## src/common/cod_pkg.sv

```systemverilog
/*
  package for the cpu opcode decoder: addressing modes, opcodes, sequencer
  states, packed carriers and timing counts.
  assumes a single 200 MHz core clock and no software-visible registers.
*/
package cod_pkg;

  // ----------------------------------------------------------------
  // addressing modes
  // ----------------------------------------------------------------
  typedef enum logic [3:0] {
    COD_MODE_INH  = 4'h0, // implied_operand_mode
    COD_MODE_IMM  = 4'h1, // literal_operand_mode
    COD_MODE_DIR  = 4'h2,
    COD_MODE_EXT  = 4'h3, // full_address_mode
    COD_MODE_IX   = 4'h4,
    COD_MODE_IX1  = 4'h5, // indexed_short_offset_mode
    COD_MODE_IX2  = 4'h6, // indexed_long_offset_mode
    COD_MODE_REL  = 4'h7,
    COD_MODE_BTB  = 4'h8  // direct address then relative offset
  } cod_mode_e;

  // ----------------------------------------------------------------
  // sequencer states
  // ----------------------------------------------------------------
  typedef enum logic [2:0] {
    COD_ST_FETCH = 3'h0,
    COD_ST_OPND1 = 3'h1,
    COD_ST_OPND2 = 3'h2,
    COD_ST_EXEC  = 3'h3,
    COD_ST_IDLE  = 3'h4
  } cod_state_e;

  // ----------------------------------------------------------------
  // opcodes and nibble values handled here
  // ----------------------------------------------------------------
  localparam logic [7:0] COD_OP_IDX_TO_ACC = 8'h9f; // index_to_acc_transfer
  localparam logic [7:0] COD_OP_IDLE       = 8'h8f;
  localparam logic [3:0] COD_HI_BITBR      = 4'h0;
  localparam logic [3:0] COD_HI_BITSET     = 4'h1;
  localparam logic [3:0] COD_HI_REL        = 4'h2;
  localparam logic [3:0] COD_HI_DIR        = 4'h3;
  localparam logic [3:0] COD_HI_INHA       = 4'h4;
  localparam logic [3:0] COD_HI_INHX       = 4'h5;
  localparam logic [3:0] COD_HI_IX1        = 4'h6;
  localparam logic [3:0] COD_HI_IX         = 4'h7;
  localparam logic [3:0] COD_HI_CTL0       = 4'h8;
  localparam logic [3:0] COD_HI_CTL1       = 4'h9;
  localparam logic [3:0] COD_HI_IMM        = 4'ha;
  localparam logic [3:0] COD_HI_RDIR       = 4'hb;
  localparam logic [3:0] COD_HI_REXT       = 4'hc;
  localparam logic [3:0] COD_HI_RIX2       = 4'hd;
  localparam logic [3:0] COD_HI_RIX1       = 4'he;
  localparam logic [3:0] COD_LO_BSR        = 4'hd;

  // condition_code_reg field positions
  localparam int COD_CC_I = 3;

  // ----------------------------------------------------------------
  // timing
  // ----------------------------------------------------------------
  localparam int COD_CLK_NS      = 5;
  localparam int COD_INH_CYCLES  = 2;      // both inherent ops take two cycles
  localparam logic [1:0] COD_INH_EXTRA = 2'(COD_INH_CYCLES - 1);

  // ----------------------------------------------------------------
  // carriers
  // ----------------------------------------------------------------
  typedef struct packed {
    logic [3:0] column;  // upper nibble
    logic [3:0] row;     // lower nibble
  } cod_opcode_s;

  typedef struct packed {
    cod_mode_e   mode;
    cod_opcode_s opcode;
    logic [15:0] eff_addr;
    logic [7:0]  operand;
    logic [15:0] branch_target;
  } cod_decode_s;

endpackage

```

## src/logic/cod_ea_adder.sv

```systemverilog
/*
  effective address adder: 16-bit base plus offset, offset optionally a
  sign-extended byte. assumes purely combinational use by the decoder.
*/
`timescale 1ns/1ps
module cod_ea_adder (
  // operands
  input  wire logic [15:0] base_i,
  input  wire logic [15:0] offset_i,
  input  wire logic        sign_byte_i,
  // result
  output logic      [15:0] sum_o
);

  logic [15:0] ext_off;

  // widen the offset; a signed byte takes its sign bit into the top
  always_comb begin
    if (sign_byte_i) begin
      ext_off = {{8{offset_i[7]}}, offset_i[7:0]};
    end else begin
      ext_off = offset_i;
    end
    sum_o = 16'(base_i + ext_off);
  end

endmodule

```

## src/logic/cod_decoder.sv

```systemverilog
/*
  cpu opcode decoder: fetches opcode bytes from program memory, picks the
  addressing mode from the nibbles, gathers operand bytes and forms the
  effective or branch address. assumes program memory answers a read in the
  same cycle (combinational read data) and that the core supplies the index
  register and the taken decision for branches.
*/
`timescale 1ns/1ps
module cod_decoder (
  // clock and reset
  input  wire logic                 sys_clk_i,
  input  wire logic                 rst_i,
  // program memory
  output logic               [15:0] pmem_addr_o,
  output logic                      pmem_rd_o,
  input  wire logic          [7:0]  pmem_data_i,
  // core state
  input  wire logic          [7:0]  index_reg_i,
  input  wire logic          [7:0]  ccr_i,
  input  wire logic                 branch_taken_i,
  input  wire logic                 irq_i,
  // decode results
  output cod_pkg::cod_decode_s      decode_o,
  output logic                      decode_valid_o,
  output logic                      acc_load_o,
  output logic               [7:0]  acc_data_o,
  output logic                      ccr_load_o,
  output logic               [7:0]  ccr_data_o,
  output logic                      cpu_clk_stop_o,
  output logic               [15:0] pc_o
);

  // ------------------------------------------------------------
  // state
  // ------------------------------------------------------------
  cod_pkg::cod_state_e  state, next_state;
  cod_pkg::cod_opcode_s opc, next_opc;
  cod_pkg::cod_mode_e   mode, next_mode;
  logic [15:0] pc, next_pc;
  logic [7:0]  byte1, next_byte1;
  logic [7:0]  byte2, next_byte2;
  logic [1:0]  nbytes, next_nbytes;
  logic [1:0]  wait_cnt, next_wait_cnt;
  logic        valid, next_valid;
  logic        acc_ld, next_acc_ld;
  logic [7:0]  acc_d, next_acc_d;
  logic        cc_ld, next_cc_ld;
  logic [7:0]  cc_d, next_cc_d;
  logic        stop, next_stop;
  cod_pkg::cod_decode_s dec, next_dec;

  logic [15:0] ea_base, ea_off, ea_sum;
  logic        ea_sign;
  cod_pkg::cod_mode_e  dmode;
  logic [1:0]          dbytes;
  logic [2:0]          irq_sync;

  // shared adder for indexed and relative addressing
  cod_ea_adder u_ea (
    .base_i      (ea_base),
    .offset_i    (ea_off),
    .sign_byte_i (ea_sign),
    .sum_o       (ea_sum)
  );

  // ------------------------------------------------------------
  // mode decode from opcode nibbles
  // ------------------------------------------------------------
  // column picks the group, row only matters inside mixed columns
  always_comb begin
    dmode  = cod_pkg::COD_MODE_INH;
    dbytes = 2'h0;
    case (pmem_data_i[7:4])
      cod_pkg::COD_HI_BITBR: begin
        dmode  = cod_pkg::COD_MODE_BTB;
        dbytes = 2'h2;
      end
      cod_pkg::COD_HI_BITSET, cod_pkg::COD_HI_DIR, cod_pkg::COD_HI_RDIR: begin
        dmode  = cod_pkg::COD_MODE_DIR;
        dbytes = 2'h1;
      end
      cod_pkg::COD_HI_REL: begin
        dmode  = cod_pkg::COD_MODE_REL;
        dbytes = 2'h1;
      end
      cod_pkg::COD_HI_INHA, cod_pkg::COD_HI_INHX,
      cod_pkg::COD_HI_CTL0, cod_pkg::COD_HI_CTL1: begin
        dmode  = cod_pkg::COD_MODE_INH;
        dbytes = 2'h0;
      end
      cod_pkg::COD_HI_IX1, cod_pkg::COD_HI_RIX1: begin
        dmode  = cod_pkg::COD_MODE_IX1;
        dbytes = 2'h1;
      end
      cod_pkg::COD_HI_IX: begin
        dmode  = cod_pkg::COD_MODE_IX;
        dbytes = 2'h0;
      end
      cod_pkg::COD_HI_IMM: begin
        // row d of this column is the subroutine branch
        dmode  = (pmem_data_i[3:0] == cod_pkg::COD_LO_BSR) ? cod_pkg::COD_MODE_REL
                                                            : cod_pkg::COD_MODE_IMM;
        dbytes = 2'h1;
      end
      cod_pkg::COD_HI_REXT: begin
        dmode  = cod_pkg::COD_MODE_EXT;
        dbytes = 2'h2;
      end
      cod_pkg::COD_HI_RIX2: begin
        dmode  = cod_pkg::COD_MODE_IX2;
        dbytes = 2'h2;
      end
      default: begin
        dmode  = cod_pkg::COD_MODE_IX; // column f
        dbytes = 2'h0;
      end
    endcase
  end

  // ------------------------------------------------------------
  // address arithmetic
  // ------------------------------------------------------------
  // indexed modes add the index, relative modes add the signed byte to pc
  always_comb begin
    ea_base = {8'h00, index_reg_i};
    ea_off  = {byte1, byte2};
    ea_sign = 1'b0;
    case (mode)
      cod_pkg::COD_MODE_IX2: ea_off = {byte1, byte2};
      cod_pkg::COD_MODE_IX1: ea_off = {8'h00, byte1};
      cod_pkg::COD_MODE_REL: begin
        ea_base = pc;
        ea_off  = {8'h00, byte1};
        ea_sign = 1'b1;
      end
      cod_pkg::COD_MODE_BTB: begin
        ea_base = pc;
        ea_off  = {8'h00, byte2};
        ea_sign = 1'b1;
      end
      default: ea_off = 16'h0000;
    endcase
  end

  // ------------------------------------------------------------
  // fetch and execute sequencer
  // ------------------------------------------------------------
  always_comb begin
    next_state    = state;
    next_opc      = opc;
    next_mode     = mode;
    next_pc       = pc;
    next_byte1    = byte1;
    next_byte2    = byte2;
    next_nbytes   = nbytes;
    next_wait_cnt = wait_cnt;
    next_valid    = 1'b0;
    next_acc_ld   = 1'b0;
    next_acc_d    = acc_d;
    next_cc_ld    = 1'b0;
    next_cc_d     = cc_d;
    next_stop     = stop;
    next_dec      = dec;
    case (state)
      cod_pkg::COD_ST_FETCH: begin
        next_opc    = pmem_data_i;
        next_mode   = dmode;
        next_nbytes = dbytes;
        next_pc     = 16'(pc + 16'h0001);
        next_byte1  = 8'h00;
        next_byte2  = 8'h00;
        if (dbytes != 2'h0) begin
          next_state = cod_pkg::COD_ST_OPND1;
        end else begin
          next_wait_cnt = cod_pkg::COD_INH_EXTRA;
          next_state    = cod_pkg::COD_ST_EXEC;
        end
      end
      cod_pkg::COD_ST_OPND1: begin
        next_byte1 = pmem_data_i; // high byte or sole byte first
        next_pc    = 16'(pc + 16'h0001);
        next_state = (nbytes == 2'h2) ? cod_pkg::COD_ST_OPND2 : cod_pkg::COD_ST_EXEC;
        next_wait_cnt = 2'h1;
      end
      cod_pkg::COD_ST_OPND2: begin
        next_byte2    = pmem_data_i; // low byte second
        next_pc       = 16'(pc + 16'h0001);
        next_wait_cnt = 2'h1;
        next_state    = cod_pkg::COD_ST_EXEC;
      end
      cod_pkg::COD_ST_EXEC: begin
        next_wait_cnt = 2'(wait_cnt - 2'h1);
        if (wait_cnt <= 2'h1) begin
          next_valid             = 1'b1;
          next_dec.mode          = mode;
          next_dec.opcode        = opc;
          next_dec.operand       = byte1;
          next_dec.branch_target = pc;
          next_dec.eff_addr      = 16'h0000;
          next_state             = cod_pkg::COD_ST_FETCH;
          case (mode)
            cod_pkg::COD_MODE_EXT: next_dec.eff_addr = {byte1, byte2};
            cod_pkg::COD_MODE_DIR: next_dec.eff_addr = {8'h00, byte1};
            cod_pkg::COD_MODE_IX:  next_dec.eff_addr = {8'h00, index_reg_i};
            cod_pkg::COD_MODE_IX1, cod_pkg::COD_MODE_IX2: next_dec.eff_addr = ea_sum;
            cod_pkg::COD_MODE_REL: begin
              if (branch_taken_i) begin
                next_pc                = ea_sum;
                next_dec.branch_target = ea_sum;
              end
            end
            cod_pkg::COD_MODE_BTB: begin
              next_dec.eff_addr = {8'h00, byte1};
              if (branch_taken_i) begin
                next_pc                = ea_sum;
                next_dec.branch_target = ea_sum;
              end
            end
            default: next_dec.eff_addr = 16'h0000;
          endcase
          if (opc == cod_pkg::COD_OP_IDX_TO_ACC) begin
            next_acc_ld = 1'b1;
            next_acc_d  = index_reg_i; // condition codes not written
          end
          if (opc == cod_pkg::COD_OP_IDLE) begin
            next_cc_ld              = 1'b1;
            next_cc_d               = ccr_i;
            next_cc_d[cod_pkg::COD_CC_I] = 1'b0;
            next_stop               = 1'b1;
            next_state              = cod_pkg::COD_ST_IDLE;
          end
        end
      end
      cod_pkg::COD_ST_IDLE: begin
        // clock held until a synchronised interrupt arrives
        if (irq_sync[2] && irq_sync[1]) begin
          next_stop  = 1'b0;
          next_state = cod_pkg::COD_ST_FETCH;
        end
      end
      default: next_state = cod_pkg::COD_ST_FETCH;
    endcase
  end

  // register the sequencer
  always_ff @(posedge sys_clk_i) begin
    if (rst_i) begin
      state    <= cod_pkg::COD_ST_FETCH;
      opc      <= 8'h00;
      mode     <= cod_pkg::COD_MODE_INH;
      pc       <= 16'h0000;
      byte1    <= 8'h00;
      byte2    <= 8'h00;
      nbytes   <= 2'h0;
      wait_cnt <= 2'h0;
      valid    <= 1'b0;
      acc_ld   <= 1'b0;
      acc_d    <= 8'h00;
      cc_ld    <= 1'b0;
      cc_d     <= 8'h00;
      stop     <= 1'b0;
      dec      <= '0;
    end else begin
      state    <= next_state;
      opc      <= next_opc;
      mode     <= next_mode;
      pc       <= next_pc;
      byte1    <= next_byte1;
      byte2    <= next_byte2;
      nbytes   <= next_nbytes;
      wait_cnt <= next_wait_cnt;
      valid    <= next_valid;
      acc_ld   <= next_acc_ld;
      acc_d    <= next_acc_d;
      cc_ld    <= next_cc_ld;
      cc_d     <= next_cc_d;
      stop     <= next_stop;
      dec      <= next_dec;
    end
  end

  // three-stage synchroniser on the interrupt pin
  always_ff @(posedge sys_clk_i) begin
    if (rst_i) begin
      irq_sync <= 3'h0;
    end else begin
      irq_sync <= {irq_sync[1:0], irq_i};
    end
  end

  // ------------------------------------------------------------
  // outputs
  // ------------------------------------------------------------
  always_comb begin
    pmem_addr_o    = pc;
    pmem_rd_o      = (state == cod_pkg::COD_ST_FETCH) || (state == cod_pkg::COD_ST_OPND1)
                     || (state == cod_pkg::COD_ST_OPND2);
    decode_o       = dec;
    decode_valid_o = valid;
    acc_load_o     = acc_ld;
    acc_data_o     = acc_d;
    ccr_load_o     = cc_ld;
    ccr_data_o     = cc_d;
    cpu_clk_stop_o = stop;
    pc_o           = pc;
  end

endmodule

```

## config.mk

```make
export PLATFORM = sky130hd
export DESIGN_NAME = cod_decoder
export DESIGN_NICKNAME = d
export VERILOG_FILES = /design/src/common/cod_pkg.sv /design/src/logic/cod_ea_adder.sv /design/src/logic/cod_decoder.sv
export SDC_FILE = /design/constraint.sdc
export NUM_CORES = 1
export LEC_CHECK = 0
export BUFFER_PORTS_ARGS = -buffer_cell sky130_fd_sc_hd__buf_2
export CORE_MARGIN = 1
export CORE_UTILIZATION = 60
export CTS_BUF_LIST = sky130_fd_sc_hd__clkbuf_16
export DETAILED_ROUTE_END_ITERATION = 12
export GPL_TIMING_DRIVEN = 0
export PLACE_DENSITY = 0.86
export SYNTH_ARGS = -nofsm -noshare
export SYNTH_HDL_FRONTEND = slang
export SYNTH_SLANG_ARGS = --single-unit
```

## constraint.sdc

```tcl
create_clock -name sys_clk_i -period 9.8 [get_ports sys_clk_i]
set_clock_uncertainty 0.2 [all_clocks]
set_input_delay 1.47 -clock sys_clk_i [delete_from_list [all_inputs] [get_ports sys_clk_i]]
set_output_delay 1.47 -clock sys_clk_i [all_outputs]
set_load 0.05 [all_outputs]
```

==> results.tsv <==
metric	value	unit
reg-to-reg setup timing slack	4.99	ns
Syn-to-layout area delta	19.7	%
final hold violations	0	
I/O pin total	133	
synthesized cell area	6820	µm²
H-tree depth	4	
top post-synthesis cells by count	125 x dfxtp_1, 125 x nand2_1, 96 x a21oi_1	
Crit. Startpoint	mode[0]	
Final Worst Setup Slack	4.99	ns
Post-synth EDFFs	0	
GRT Residual Overflow	0	
cells after synthesis	870	
status	finished, final reports clean	
Worst EP arrival	4.95	ns
# diodes	0	
critical path fanouts, max	10	
Tot GR Track Use	39.3	%
DR WL met3	2.60	mm
Routed Wire Length	22.8	mm
register area share after synthesis	36.7	%
fmax	0.208	GHz
latest clock arrival within the worst-skew pair	0.43	ns
top cells by area, synth	dfxtp_1 37%, a21oi_1 7.0%, nand2_1 6.9%, nor2_1 4.0%, o21ai_0 3.6%	
final worst-path cycle share	49.1	%
Nets	1064	
Final HPWL DP	16.5	mm
cts repair resizes	0	
critical path class	reg -> reg	
hold slack	0.250	ns
row count	38	
Crit path required time	9.93	ns
Synth area leader	dfxtp_1	
Via density	6.37	
synth warn	0	
dpl cell area	7640	µm²
setup repair after global routing missed its margin	false	
Worst slew margin	24.0	%
cts bufs inserted	17	
DRC viols	0	
drt wl/cell	19.5	µm
clock sink count	125	
Tmin final	4.81	ns
DIE AREA	11800	µm²
placer's final routability congestion estimate	0.957	
met2 wire length	10.1	mm
Primary FF master, synth	dfxtp_1	
met1 wire length	9.29	mm
Power Dens Cells	160	nW/µm²
top layer in use	met4	
Post-CTS Setup Bufs	0	
crit end category	flip-flop	
Tightest Pin Transition	1.13	ns
#FFs+latches synth	125	
largest net degree at the start of global routing	17	
starting density of the core	62.3	%
count of input and output buffers	129	
final setup TNS	0	ns
DIE WIDTH	109	µm
Slew Limit Fails	0	
Final Instance Area	8160	µm²
P_leak	3.52	nW
clk root buf	clkbuf_16	
global-route wire length before repair	34.6	mm
drt initial violations	940	
Net Count, Synth	916	
maximum buffer depth of the clock tree	2	
R2R depth	12	
Hold Buf Count CTS	0	
Placeable Area	10900	µm²
DR pass1 iterations	7	
CP endpoint	pc_o[15]	
DR vias	7464	
Cell variety after synth	75	
hold crit path type	reg -> reg	
asr flop ratio synth	0	%
Final setup viols	0	
Critical R2R Capture	pc_o[15]	
final antenna-violating net count	0	
# Max-Cap Violations	0	
CTS clock-pin slew for the worst setup and hold paths	0.06	ns
vias in the first global route	6591	
Vert. Die Dim	109	µm
TritonCTS clock tree	built	
final core utilization	74.6	%
CP Launch Type	flip-flop	
share of layout cells above drive strength 1	20.9	%
worst flop-to-flop path startpoint	mode[0]	
share of the synthesized area in the top cell type	36.7	%
pre-CTS worst setup slack	5.12	ns
initial antenna violation count	0	
VDD IR max	111	µV
Avg Inst Size Synth	7.84	µm²
-- how the worst min path moves through the flow --
stage                  from           end  slack (ns)  cells after the start
2_1_floorplan   irq_sync[0]   irq_sync[1]        0.21                      1
3_3_place_gp    irq_sync[0]   irq_sync[1]        0.22                      1
3_5_place_dp    irq_sync[0]   irq_sync[1]        0.24                      1
4_1_cts        decode_o[46]  decode_o[46]        0.25                      2
5_1_grt         irq_sync[0]   irq_sync[1]        0.27                      1
6_report       decode_o[43]  decode_o[43]        0.25                      2
-- cells by family after synthesis --
| kind of cell | Yosys count | share of synthesized area (%) |
|---|---|---|
| AND/OR/NAND/NOR | 328 | 22.9 |
| other | 1 | 0.0550 |
| buffers and inverters | 90 | 6.35 |
| adder cells (fa/ha/maj) | 19 | 3.56 |
| flip-flops | 125 | 36.7 |
| AO/OA/AOI/OAI | 274 | 25.6 |
| XOR/XNOR | 12 | 1.54 |
| multiplexers | 21 | 3.27 |
-- sequential cells by signal (all words and copies together), names as in the netlist --
signal,cells
ccr_data_o,7
ccr_load_o,1
wait_cnt,2
byte2,8
mode,4
acc_load_o,1
acc_data_o,8
cpu_clk_stop_o,1
pc_o,16
irq_sync,3
decode_valid_o,1
decode_o,52
state,3
byte1,8
opc,8
nbytes,2
-- area by class of cell --
type                            count  area [µm²]
Sequential cell                   125        2500
Fill cell                         877        2770
Multi-Input combinational cell    655        3880
Clock inverter                     15        98.8
Clock buffer                       17         425
Buffer                             80         395
Inverter                           10        37.5
Tap cell                          140         175
Timing Repair Buffer              129         646
-- report_power, final --
part	internal [W]	switching [W]	leakage, nW
Combinational	0.0000530	0.000140	2.25
Clock	0.000320	0.000245	0.254
Sequential	0.000527	0.0000222	1.01
-- metal layers --
metal / global-route usage [%] / vias up
met5: 0 / -
li1: - / 3426
met4: 17.2 / 0
met1: 53.7 / 3434
met3: 8.02 / 90
met2: 59.6 / 514
-- stage by stage --
stage | cells | total power (W)
after CTS | 1171 | 0.00130
final | 1171 | 0.00131
after floorplan | 870 | 0.000687
after detailed placement | 1139 | 0.000746
after global routing | 1171 | 0.00134
after global placement | 1139 | 0.000743
-- critical path, cell delays in order, from the launching register on --
cell and delay, ns:
dfxtp_1 0.40, nor4b_2 0.46, or2_2 0.18, buf_2 0.20
clkbuf_1 0.40, mux2_2 0.39, ha_1 0.40, nand2_1 0.12
o21ai_0 0.48, o21ai_1 0.29, o31ai_1 0.57, xor2_1 0.27
a2111oi_2 0.33
-- layout by cell type, fill, tap and decap left out, drive strengths merged, types with 8 or more instances in the layout --
cell / synthesis / routed
buf: 35 / 164
nand2: 127 / 127
dfxtp: 125 / 125
a21oi: 97 / 97
nor2: 72 / 72
clkbuf: 45 / 62
o21ai: 52 / 52
nand3: 39 / 39
a22oi: 22 / 22
nor3: 19 / 19
a21o: 18 / 18
ha: 17 / 17
and2: 17 / 17
a31oi: 15 / 15
inv: 10 / 13
mux2i: 11 / 11
a211oi: 11 / 11
mux2: 10 / 10
clkinv: 0 / 9
o22ai: 8 / 8
a22o: 8 / 8
No activity file was read; power rests on OpenSTA's default activity.
